## src/logic/pic_regs.svh

```systemverilog
// Register indices, field positions, reset values and timing of the interval clock
`ifndef PIC_REGS_SVH
`define PIC_REGS_SVH

// ----------------------------------------------------------------
// Register indices (byte address is four times the index)
// ----------------------------------------------------------------
`define PIC_IDX_CSR 2'h0
`define PIC_IDX_BUF 2'h1
`define PIC_IDX_CNT 2'h2

// ----------------------------------------------------------------
// Control/status word field positions
// ----------------------------------------------------------------
`define PIC_B_RUN     0
`define PIC_B_RATE_LO 1
`define PIC_B_RATE_HI 2
`define PIC_B_REPEAT  3
`define PIC_B_DOWN    4
`define PIC_B_MAINT   5
`define PIC_B_INTEN   6
`define PIC_B_DONE    7
`define PIC_B_ERR     8

// ----------------------------------------------------------------
// Reset values
// ----------------------------------------------------------------
`define PIC_CSR_RST 9'h000
`define PIC_CNT_RST 16'h0000

// ----------------------------------------------------------------
// Timing
// ----------------------------------------------------------------
`define PIC_CLK_PERIOD_NS  10
`define PIC_BASE_PERIOD_NS 10000
`define PIC_BASE_CYCLES    (`PIC_BASE_PERIOD_NS / `PIC_CLK_PERIOD_NS)
`define PIC_SLOW_PERIOD_NS 100000
`define PIC_SLOW_DIV       (`PIC_SLOW_PERIOD_NS / `PIC_BASE_PERIOD_NS)

`endif

```

## src/logic/pic_pkg.sv

```systemverilog
// Types shared by the interval clock modules
package pic_pkg;

    // ------------------------------------------------------------
    // Count source selection
    // ------------------------------------------------------------
    typedef enum logic [1:0] {
        PIC_RATE_100K = 2'h0,
        PIC_RATE_10K  = 2'h1,
        PIC_RATE_LINE = 2'h2,
        PIC_RATE_EXT  = 2'h3
    } pic_rate_t;

    // ------------------------------------------------------------
    // Bus answer states
    // ------------------------------------------------------------
    typedef enum logic [1:0] {
        PIC_BUS_IDLE = 2'h1,
        PIC_BUS_ACK  = 2'h2
    } pic_bus_st_t;

    // ------------------------------------------------------------
    // Control/status word, bit 8 down to bit 0
    // ------------------------------------------------------------
    typedef struct packed {
        logic      errFlag;
        logic      doneFlag;
        logic      intEn;
        logic      maint;
        logic      countDown;
        logic      repeatMode;
        pic_rate_t rate;
        logic      run;
    } pic_csr_t;

endpackage

```

## src/logic/pic_interval_clock.sv

```systemverilog
// Programmable interval clock with an Avalon-MM register slave
`timescale 1ns/1ps
`include "pic_regs.svh"

module pic_interval_clock
    import pic_pkg::*;
#(
    parameter int CNT_W       = 16,
    parameter int ADDR_W      = 4,
    parameter int BASE_CYCLES = `PIC_BASE_CYCLES,
    parameter int SLOW_DIV    = `PIC_SLOW_DIV
) (
    input  wire logic              ref_clk,
    input  wire logic              sys_rst,
    input  wire logic [ADDR_W-1:0] avs_address,
    input  wire logic              avs_read,
    input  wire logic              avs_write,
    input  wire logic [31:0]       avs_writedata,
    output logic      [31:0]       avs_readdata,
    output logic                   avs_waitrequest,
    input  wire logic              lineIn,
    input  wire logic              extIn,
    output logic                   intReq,
    input  wire logic              intGrant
);

    // ------------------------------------------------------------
    // Declarations
    // ------------------------------------------------------------
    pic_bus_st_t      busSt_r;
    pic_bus_st_t      busSt_nxt;
    pic_csr_t         csr_r;
    logic [CNT_W-1:0] cnt_r;
    logic [CNT_W-1:0] buf_r;
    logic [CNT_W-1:0] cntStep;
    logic [31:0]      rdData_nxt;
    logic             busReq;
    logic             busAck;
    logic             wrCsr;
    logic             wrBuf;
    logic             srcTick;
    logic             maintPulse;
    logic             step;
    logic             wrap;
    logic             dirDown;
    logic             errSet;
    logic             doneClr;
    logic             errClr;
    logic             intSet;

    // Word index decode, low byte-select bits ignored
    function automatic logic isReg(input logic [ADDR_W-1:0] a, input logic [1:0] idx);
        return a[ADDR_W-1:2] == (ADDR_W-2)'(idx);
    endfunction

    // ------------------------------------------------------------
    // Count source
    // ------------------------------------------------------------
    pic_src_sel #(
        .BASE_CYCLES (BASE_CYCLES),
        .SLOW_DIV    (SLOW_DIV)
    ) u_src (
        .ref_clk (ref_clk),
        .sys_rst (sys_rst),
        .rate    (csr_r.rate),
        .lineIn  (lineIn),
        .extIn   (extIn),
        .srcTick (srcTick)
    );

    // ------------------------------------------------------------
    // Bus slave: one wait cycle, then the answer
    // ------------------------------------------------------------
    assign busReq          = avs_read | avs_write;
    assign avs_waitrequest = busReq & (busSt_r != PIC_BUS_ACK);
    assign busAck          = busReq & (busSt_r == PIC_BUS_ACK);
    assign wrCsr           = busAck & avs_write & isReg(avs_address, `PIC_IDX_CSR);
    assign wrBuf           = busAck & avs_write & isReg(avs_address, `PIC_IDX_BUF);

    always_comb begin
        busSt_nxt = PIC_BUS_IDLE;
        unique case (busSt_r)
            PIC_BUS_IDLE: begin
                if (busReq) begin
                    busSt_nxt = PIC_BUS_ACK;
                end
            end
            PIC_BUS_ACK: begin
                busSt_nxt = PIC_BUS_IDLE;
            end
            default: begin
                busSt_nxt = PIC_BUS_IDLE;
            end
        endcase
    end

    always_ff @(posedge ref_clk) begin
        if (sys_rst) begin
            busSt_r <= PIC_BUS_IDLE;
        end else begin
            busSt_r <= busSt_nxt;
        end
    end

    // Read mux; holding register and unmapped words read as zero
    always_comb begin
        rdData_nxt = 32'h0000_0000;
        if (isReg(avs_address, `PIC_IDX_CSR)) begin
            rdData_nxt[8:0] = csr_r;
        end else if (isReg(avs_address, `PIC_IDX_CNT)) begin
            rdData_nxt[CNT_W-1:0] = cnt_r;
        end
    end

    always_ff @(posedge ref_clk) begin
        if (sys_rst) begin
            avs_readdata <= 32'h0000_0000;
        end else if (busSt_r == PIC_BUS_IDLE && avs_read) begin
            avs_readdata <= rdData_nxt;
        end
    end

    // ------------------------------------------------------------
    // Control/status word
    // ------------------------------------------------------------
    assign maintPulse = wrCsr & avs_writedata[`PIC_B_MAINT];
    assign doneClr    = wrCsr & avs_writedata[`PIC_B_DONE];
    assign errClr     = wrCsr & avs_writedata[`PIC_B_ERR];

    always_ff @(posedge ref_clk) begin
        if (sys_rst) begin
            csr_r.rate       <= PIC_RATE_100K;
            csr_r.repeatMode <= 1'b0;
            csr_r.countDown  <= 1'b0;
            csr_r.intEn      <= 1'b0;
        end else if (wrCsr) begin
            csr_r.rate       <= pic_rate_t'(avs_writedata[`PIC_B_RATE_HI:`PIC_B_RATE_LO]);
            csr_r.repeatMode <= avs_writedata[`PIC_B_REPEAT];
            csr_r.countDown  <= avs_writedata[`PIC_B_DOWN];
            csr_r.intEn      <= avs_writedata[`PIC_B_INTEN];
        end
    end

    // Maintenance step is a pulse and always reads back as zero
    always_ff @(posedge ref_clk) begin
        if (sys_rst) begin
            csr_r.maint <= 1'b0;
        end else begin
            csr_r.maint <= 1'b0;
        end
    end

    // Host write wins over the single-mode stop
    always_ff @(posedge ref_clk) begin
        if (sys_rst) begin
            csr_r.run <= 1'b0;
        end else if (wrCsr) begin
            csr_r.run <= avs_writedata[`PIC_B_RUN];
        end else if (wrap && !csr_r.repeatMode) begin
            csr_r.run <= 1'b0;
        end
    end

    // Flags: written one clears, a new event in the same cycle wins
    assign errSet = wrap & csr_r.repeatMode & csr_r.doneFlag;

    always_ff @(posedge ref_clk) begin
        if (sys_rst) begin
            csr_r.doneFlag <= 1'b0;
        end else begin
            csr_r.doneFlag <= wrap | (csr_r.doneFlag & ~doneClr);
        end
    end

    always_ff @(posedge ref_clk) begin
        if (sys_rst) begin
            csr_r.errFlag <= 1'b0;
        end else begin
            csr_r.errFlag <= errSet | (csr_r.errFlag & ~errClr);
        end
    end

    // ------------------------------------------------------------
    // Holding register and counter
    // ------------------------------------------------------------
    // Direction written together with a step applies to that step
    assign dirDown = wrCsr ? avs_writedata[`PIC_B_DOWN] : csr_r.countDown;
    assign step    = (csr_r.run & srcTick) | maintPulse;
    assign cntStep = dirDown ? cnt_r - CNT_W'(1) : cnt_r + CNT_W'(1);
    assign wrap    = step & (cntStep == '0);

    always_ff @(posedge ref_clk) begin
        if (sys_rst) begin
            buf_r <= CNT_W'(`PIC_CNT_RST);
        end else if (wrBuf) begin
            buf_r <= avs_writedata[CNT_W-1:0];
        end
    end

    always_ff @(posedge ref_clk) begin
        if (sys_rst) begin
            cnt_r <= CNT_W'(`PIC_CNT_RST);
        end else if (wrBuf) begin
            cnt_r <= avs_writedata[CNT_W-1:0];
        end else if (wrap && csr_r.repeatMode) begin
            cnt_r <= buf_r;
        end else if (wrap) begin
            cnt_r <= '0;
        end else if (step) begin
            cnt_r <= cntStep;
        end
    end

    // ------------------------------------------------------------
    // Interrupt request to the bus arbiter
    // ------------------------------------------------------------
    assign intSet = wrap & csr_r.intEn;

    always_ff @(posedge ref_clk) begin
        if (sys_rst) begin
            intReq <= 1'b0;
        end else begin
            intReq <= intSet | (intReq & ~intGrant & csr_r.intEn);
        end
    end
endmodule

```

## src/logic/pic_src_sel.sv

```systemverilog
// Count source generation, synchronisation and selection
`timescale 1ns/1ps
`include "pic_regs.svh"

module pic_src_sel
    import pic_pkg::*;
#(
    parameter int BASE_CYCLES = `PIC_BASE_CYCLES,
    parameter int SLOW_DIV    = `PIC_SLOW_DIV
) (
    input  wire logic      ref_clk,
    input  wire logic      sys_rst,
    input  wire pic_rate_t rate,
    input  wire logic      lineIn,
    input  wire logic      extIn,
    output logic           srcTick
);

    localparam int BW = $clog2(BASE_CYCLES);
    localparam int SW = $clog2(SLOW_DIV);

    logic [BW-1:0] baseCnt_r;
    logic [SW-1:0] slowCnt_r;
    logic          baseTick;
    logic          slowTick;
    logic [1:0]    pinIn;
    logic [1:0]    meta_r;
    logic [1:0]    sync_r;
    logic [1:0]    prev_r;
    logic [1:0]    pinEdge;
    logic          tick_nxt;
    logic          tick_r;
    pic_rate_t     rate_r;

    // ------------------------------------------------------------
    // Base and divided rates
    // ------------------------------------------------------------
    assign baseTick = (baseCnt_r == BW'(BASE_CYCLES - 1));
    assign slowTick = baseTick & (slowCnt_r == SW'(SLOW_DIV - 1));

    always_ff @(posedge ref_clk) begin
        if (sys_rst || baseTick) begin
            baseCnt_r <= '0;
        end else begin
            baseCnt_r <= baseCnt_r + BW'(1);
        end
    end

    always_ff @(posedge ref_clk) begin
        if (sys_rst || slowTick) begin
            slowCnt_r <= '0;
        end else if (baseTick) begin
            slowCnt_r <= slowCnt_r + SW'(1);
        end
    end

    // ------------------------------------------------------------
    // Pin synchronisers with rising-edge detect
    // ------------------------------------------------------------
    assign pinIn = {extIn, lineIn};

    for (genvar g = 0; g < 2; g++) begin : g_pin
        always_ff @(posedge ref_clk) begin
            if (sys_rst) begin
                meta_r[g] <= 1'b0;
                sync_r[g] <= 1'b0;
                prev_r[g] <= 1'b0;
            end else begin
                meta_r[g] <= pinIn[g];
                sync_r[g] <= meta_r[g];
                prev_r[g] <= sync_r[g];
            end
        end
        assign pinEdge[g] = sync_r[g] & ~prev_r[g];
    end

    // ------------------------------------------------------------
    // Source multiplexer
    // ------------------------------------------------------------
    always_comb begin
        unique case (rate)
            PIC_RATE_100K: tick_nxt = baseTick;
            PIC_RATE_10K:  tick_nxt = slowTick;
            PIC_RATE_LINE: tick_nxt = pinEdge[0];
            PIC_RATE_EXT:  tick_nxt = pinEdge[1];
        endcase
    end

    // Tick registered with the select; a tick of the old source is dropped
    always_ff @(posedge ref_clk) begin
        if (sys_rst) begin
            tick_r <= 1'b0;
            rate_r <= PIC_RATE_100K;
        end else begin
            tick_r <= tick_nxt;
            rate_r <= rate;
        end
    end

    assign srcTick = tick_r & (rate == rate_r);
endmodule

```

## config.mk

```make
export PLATFORM = sky130hd
export DESIGN_NAME = pic_interval_clock
export DESIGN_NICKNAME = d
export VERILOG_FILES = /design/src/logic/pic_pkg.sv /design/src/logic/pic_interval_clock.sv /design/src/logic/pic_src_sel.sv
export VERILOG_INCLUDE_DIRS = /design/src /design/src/logic
export SDC_FILE = /design/constraint.sdc
export NUM_CORES = 1
export LEC_CHECK = 0
export ABC_AREA = 1
export BUFFER_PORTS_ARGS = -buffer_cell sky130_fd_sc_hd__buf_2
export CAP_MARGIN = 20
export CELL_PAD_IN_SITES_DETAIL_PLACEMENT = 1
export CELL_PAD_IN_SITES_GLOBAL_PLACEMENT = 2
export CORE_AREA = 2 2 137 139
export CTS_CLUSTER_DIAMETER = 120
export DETAILED_ROUTE_END_ITERATION = 8
export DIE_AREA = 0 0 139 141
export HOLD_SLACK_MARGIN = 0.1
export PLACE_DENSITY_LB_ADDON = 0.1
export SLEW_MARGIN = 20
export SYNTH_ARGS = -nofsm -noshare
export SYNTH_HDL_FRONTEND = slang
export SYNTH_HIERARCHICAL = 1
export SYNTH_SLANG_ARGS = --single-unit
```

## constraint.sdc

```tcl
create_clock -name ref_clk -period 3 [get_ports ref_clk]
set_input_delay 0.45 -clock ref_clk [delete_from_list [all_inputs] [get_ports ref_clk]]
set_output_delay 0.45 -clock ref_clk [all_outputs]
set_load 0.02 [all_outputs]
```

# == Word-level counts from Yosys, hierarchy flattened ==
# Index checks and enable logic that the tools add are counted.
# word_totals
inputBits,43
wordCells,94
output_inout_bits,34
reg_bits,82
# op_classes
n_reduce_logical,12
add_sub_neg,4
eq_ne,11
bitwise_logic,32
mux,13
# op_table
op,count
2-to-1 mux 16 bit,6
bitwise AND 1 bit,21
adder 16 x 1 -> 16 bit (second input constant),1
zero test 16 bit,1
subtractor 16 x 1 -> 16 bit (second input constant),1
adder 10 x 1 -> 10 bit (second input constant),1
== test 10 bit (second input constant),1
2-to-1 mux 9 bit,1
== test 2 bit (second input constant),4
2-to-1 mux 7 bit,1
== test 2 x 1 -> 1 bit (second input constant),3
inverter 1 bit,6
bitwise OR 1 bit,5
adder 4 x 1 -> 4 bit (second input constant),1
== test 4 bit (second input constant),1
zero test 2 bit,2
one-hot mux 1 bit (4 select lines),1
nonzero test 4 bit,1
logical AND 1 bit,3
2-to-1 mux 1 bit,3
== test 2 bit,1
logical OR 1 bit,2
2-to-1 mux 2 bit,1
inequality test 2 bit (second input constant),1
3 further kinds,3

# == Longest topological paths before layout ==
# depth
word_depth,11
depth_mapped,28

# == Modules after synthesis ==
# The synthesis kept the hierarchy.
# modules_own_cells
mod,area_each_um2,instances,cells_per_inst,seq_area_each_um2
pic_interval_clock,3926.3,1,600,1181.1
pic_src_sel,1068.5,1,147,460.4

# == Worst setup path after synthesis ==
# OpenSTA, ideal clock, no wires.
# synth_timing
path_kind,in2reg
start,input avs_address[3]
end,register cnt_r[9]
setup_slack_ps,-101
path_buffers,2
arrival_time_ps,2987
required_time_ps,2886
cell_stages,22
cell_sequence,nor2_4 nand3_4 clkinv_2 nand2_4 nand2_2 inv_1 ha_1 buf_6 or2_1 nand3_2 nand3b_1 nand2_1 nand3_1 nor2_1 nand2_1 nor2_4 nand2_4 buf_6 nand3_1 nand2_1 o21bai_1 inv_1
# synth_between
elab_chain_cells,9
# synth_lines
element,line_no,text
from (decl),pic_interval_clock.sv:15,"input wire logic [ADDR_W-1:0] avs_address,"
zero test 2 bit,pic_interval_clock.sv:53,return a[ADDR_W-1:2] == (ADDR_W-2)'(idx);
bitwise AND 1 bit,pic_interval_clock.sv:77,"assign wrCsr = busAck & avs_write & isReg(avs_address, `PIC_IDX_CSR);"
2-to-1 mux 1 bit,pic_interval_clock.sv:187,assign dirDown = wrCsr ? avs_writedata[`PIC_B_DOWN] : csr_r.countDown;
2-to-1 mux 16 bit,pic_interval_clock.sv:189,assign cntStep = dirDown ? cnt_r - CNT_W'(1) : cnt_r + CNT_W'(1);
zero test 16 bit,pic_interval_clock.sv:190,assign wrap = step & (cntStep == '0);
bitwise AND 1 bit,pic_interval_clock.sv:190,
2-to-1 mux 16 bit / logical AND 1 bit (equally long branches),"pic_interval_clock.sv:207, pic_interval_clock.sv:205",
2-to-1 mux 16 bit,pic_interval_clock.sv:205,end else if (wrap && csr_r.repeatMode) begin
2-to-1 mux 16 bit,pic_interval_clock.sv:203,end else if (wrBuf) begin
to (signal assigned),pic_interval_clock.sv:202,cnt_r <= CNT_W'(`PIC_CNT_RST);
to (signal assigned),pic_interval_clock.sv:204,cnt_r <= avs_writedata[CNT_W-1:0];
to (signal assigned),pic_interval_clock.sv:206,cnt_r <= buf_r;
to (decl),pic_interval_clock.sv:33,logic [CNT_W-1:0] cnt_r;
# Several ways; a longest one is shown, not always the timed one. The select of a mux whose other input is x is not followed.
# A chain may end at the register's enable or synchronous reset.

# == Worst setup path in the final report ==
# layout_timing
start,register busSt_r[1]
end,register cnt_r[5]
# layout_between
elab_chain_cells,11
# layout_lines
element,line_no,text
from (decl),pic_interval_clock.sv:30,pic_bus_st_t busSt_r;
from (signal assigned),pic_interval_clock.sv:101,busSt_r <= busSt_nxt;
== test 2 bit (*),pic_interval_clock.sv:76,assign busAck = busReq & (busSt_r == PIC_BUS_ACK);
bitwise AND 1 bit (*),pic_interval_clock.sv:76,
bitwise AND 1 bit (*),"pic_interval_clock.sv:77, pic_interval_clock.sv:78",
bitwise AND 1 bit,pic_interval_clock.sv:77,
2-to-1 mux 1 bit,pic_interval_clock.sv:187,
2-to-1 mux 16 bit,pic_interval_clock.sv:189,
zero test 16 bit,pic_interval_clock.sv:190,
bitwise AND 1 bit,pic_interval_clock.sv:190,
2-to-1 mux 16 bit / logical AND 1 bit (equally long branches),"pic_interval_clock.sv:207, pic_interval_clock.sv:205",
2-to-1 mux 16 bit,pic_interval_clock.sv:205,
2-to-1 mux 16 bit,pic_interval_clock.sv:203,
# Every way passes the cells marked *; elsewhere a longest branch is shown, timed or not. The select of a mux whose other input is x is not followed.

==> metrics.log <==
INFO  metric run_status = finished clean
INFO  metric syn-cell-area = 0.00499 mm2
INFO  metric final_period_minus_worst_setup_slack = 2.98 ns
INFO  metric synth_compound_area_share = 11.3%
INFO  metric timing_worst_setup_path_type = register to register
INFO  metric pin_count = 77
INFO  metric drt-total-wl = 16200 um
INFO  metric maxCapViolCount = 0
INFO  metric worst-endpoint-required = 3.25 ns
INFO  metric cts_hold_buf = 0
INFO  metric area_growth_syn_to_layout = 36.3%
INFO  metric layout-drive-gt1-share = 32.3%
INFO  metric antenna-diode-count = 0
INFO  metric synth.ff_latch_count = 82
INFO  metric drt_pre_antenna_iters = 4
INFO  metric yosysWarningCount = 6
INFO  metric post_drt_via_cell_ratio = 4.59
INFO  metric cp_max_fo = 8
INFO  metric hold_class = input port to register
INFO  metric synth-xor-area-share = 0.701%
INFO  metric fin_total_pwr = 2.53 mW
INFO  metric rows = 50
INFO  metric detailroute.via_count = 5038
INFO  metric synth_instances = 747
INFO  metric height_of_the_die = 141 um
INFO  metric post_synth_num_cell_types = 38
INFO  metric final_util = 37.3%
INFO  metric power.leakage = 3.18 nW
INFO  metric clock-skew-final = 0.00777 ns
INFO  metric synth_top_family_by_area = simple AND/OR/NAND/NOR gates
INFO  metric cts.root.buffer_cell = sky130_fd_sc_hd__clkbuf_16
INFO  metric finalMaxSlewViolations = 0
INFO  metric rsz0062_at_grt = yes
INFO  metric syn_area_per_cell = 6.69 um2
INFO  metric timing.critical_path.slowest_cell_delay = 0.32 ns
INFO  metric fmax = 335 MHz
INFO  metric instances_no_fill = 1098
INFO  metric synth_simple_gate_area_share = 36.5%
INFO  metric worst_ir_drop_vdd = 262 uV
INFO  metric num-nets-final = 923
INFO  metric totalNegativeSetupSlack = 0 ns
INFO  metric io_buffer_count = 42
INFO  metric place_inst = 1061
INFO  metric starting_density_of_the_core = 27.3%
INFO  metric cts.sinks = 82
INFO  metric synth.area.mux_share = 0%
INFO  metric synth_adder_area_share = 5.41%
INFO  metric floorplan.core_area = 0.0183 mm2
INFO  metric worst_setup_path_end_kind = register
INFO  metric fp.dieW = 139 um
INFO  metric wl_per_cell = 14.8 um
INFO  metric clk_pin_slew_worst_paths = 0.06 ns
INFO  metric worstPathArrival = 3.24 ns
INFO  metric synth_seq_area_share = 32.9%
INFO  metric timing.final.crit_share = 99.5%
INFO  metric floorplan.die_area = 0.0196 mm2
INFO  metric worstMarginPinSlew = 0.817 ns
INFO  metric max-slew-margin-rel = 45.5%
INFO  metric final_design_area_no_fill = 0.00681 mm2
INFO  metric final.fill_count = 2307
INFO  metric number_of_global_route_vias_before_repair = 5231
INFO  metric hold_viol = 0
INFO  metric power.density_cell_area = 372 mW/mm2
INFO  metric global_route.overflow_total = 0
INFO  metric cts_made_buffers = 9
INFO  metric place.detailed.hpwl = 12000 um
INFO  metric global_route_usage_over_all_layers = 17.0%
INFO  metric cp_slowest_cell = sky130_fd_sc_hd__dfxtp_2
INFO  metric grt_max_degree = 41
INFO  metric clockBufferDepth = 2
INFO  metric clk_lat_worst_skew = 0.35 ns
INFO  metric post_dp_cell_area = 0.00579 mm2
INFO  metric setup_viol_count_final = 0
INFO  metric drt_first_iter_violations = 151
INFO  metric grt_first_pass_wirelength = 26500 um
INFO  metric clock_tree.htree_level_count = 3
INFO  metric ant_nets = 0
INFO  metric cts_tree = built
INFO  metric gp_congestion = 0.792
INFO  metric critical_path.most_common_cell = sky130_fd_sc_hd__nand2_2
INFO  metric remaining_drc_errors = 0
INFO  metric critPathLaunchType = register
INFO  metric antenna_found_initial = 0
where the power goes:
group	switching [mW]	total [mW]	internal [mW]
Clock	0.483	1.15	0.669
Combinational	0.159	0.250	0.0917
Sequential	0.0182	1.13	1.11
through the flow:
step / worst slack [ns] / hold WS, ns
global placement: -0.336 / 0.389
global route: -0.220 / 0.315
floorplan: -0.101 / 0.388
detailed placement: -0.384 / 0.398
CTS: -0.0247 / 0.288
finish: 0.0159 / 0.299
final cells by class:
class	count	area (um2)	area share [%]
Multi-Input combinational cell	533	3240	47.7
Tap cell	234	293	4.30
Clock buffer	10	239	3.51
Inverter	110	425	6.25
Sequential cell	82	1640	24.2
Clock inverter	6	65.1	0.956
Timing Repair Buffer	123	897	13.2
cells in the final DEF (no fill, tap or decap), drive strengths merged:
| master | n |
|---|---|
| a211oi | 1 |
| o21ai | 33 |
| nor2 | 61 |
| ha | 20 |
| bufinv | 1 |
| o211ai | 2 |
| nor3 | 5 |
| or2 | 1 |
| xnor2 | 1 |
| inv | 109 |
| nand3 | 48 |
| conb | 16 |
| clkinv | 5 |
| buf | 123 |
| xor2 | 3 |
| o22ai | 1 |
| a21oi | 68 |
| dfxtp | 82 |
| clkinvlp | 1 |
| fa | 1 |
| nand3b | 21 |
| nand2 | 239 |
| nand4 | 11 |
| o21bai | 1 |
| clkbuf | 10 |
registers in the layout, indices dropped and copies added, names as in the netlist, 4 cells and up:
register / cells
avs_readdata: 16
buf_r: 16
cnt_r: 16
u_src/baseCnt_r: 10
csr_r: 8
u_src/slowCnt_r: 4
Yosys cell counts (all sizes together):
cell type / count / share of area [%]
nor2: 61 / 6.1
or2: 1 / 0.13
conb: 1 / 0.075
o21bai: 1 / 0.15
fa: 1 / 0.40
clkinv: 2 / 0.18
o22ai: 1 / 0.13
nand4: 11 / 1.4
clkbuf: 13 / 0.98
ha: 20 / 5.0
xor2: 3 / 0.53
buf: 24 / 3.8
nand3b: 21 / 3.2
o211ai: 2 / 0.30
o21ai: 33 / 3.3
nand3: 48 / 6.1
nor3: 5 / 0.60
dfxtp: 82 / 33
a21oi: 68 / 7.3
xnor2: 1 / 0.18
a211oi: 1 / 0.15
inv: 108 / 8.1
nand2: 239 / 19
timing repair:
action / CTS / global route
gates resized for setup: 66 / 54
gates cloned: 1 / 0
setup buffers: 16 / 5
endpoints found under the setup margin: 19 / 20
pin swaps: 23 / 40
cells by family (layout without fill, tap and decap cells):
logic type,Yosys count,count (layout)
and+or+nand+nor,386,386
buffers and inverters,147,249
AOI/OAI and AO/OA,106,106
DFF,82,82
adders and majority gates,21,21
xor gates and xnor gates,4,4
other,1,16
worst paths after layout:
check / start / to / slack (ns) / cells after the start
worst max-delay path: busSt_r[1]$_SDFF_PP0_ / cnt_r[5]$_SDFFE_PP0P_ / 0.02 / 29
worst min-delay path: lineIn / u_src/meta_r[0]$_SDFF_PP0_ / 0.30 / 3
worst max register to register: busSt_r[1]$_SDFF_PP0_ / cnt_r[5]$_SDFFE_PP0P_ / 0.02 / 29
worst min register to register: u_src/meta_r[1]$_SDFF_PP0_ / u_src/sync_r[1]$_SDFF_PP0_ / 0.40 / 2
per-layer routing:
| metal | GRT usage [%] | share of wire [%] |
|---|---|---|
| met2 | 28.5 | 48 |
| met4 | 4.68 | 1.1 |
| met5 | 0 | 0 |
| met1 | 22.7 | 49 |
| met3 | 2.72 | 1.9 |
worst max-delay path, delay by kind of cell, from the launching register on:
family / cells / cell delay (ns)
fa+ha+maj: 1 / 0.29
buf+inv: 10 / 0.84
flops: 1 / 0.32
simple gates: 18 / 1.41
Power figures use the tool's default switching activity.
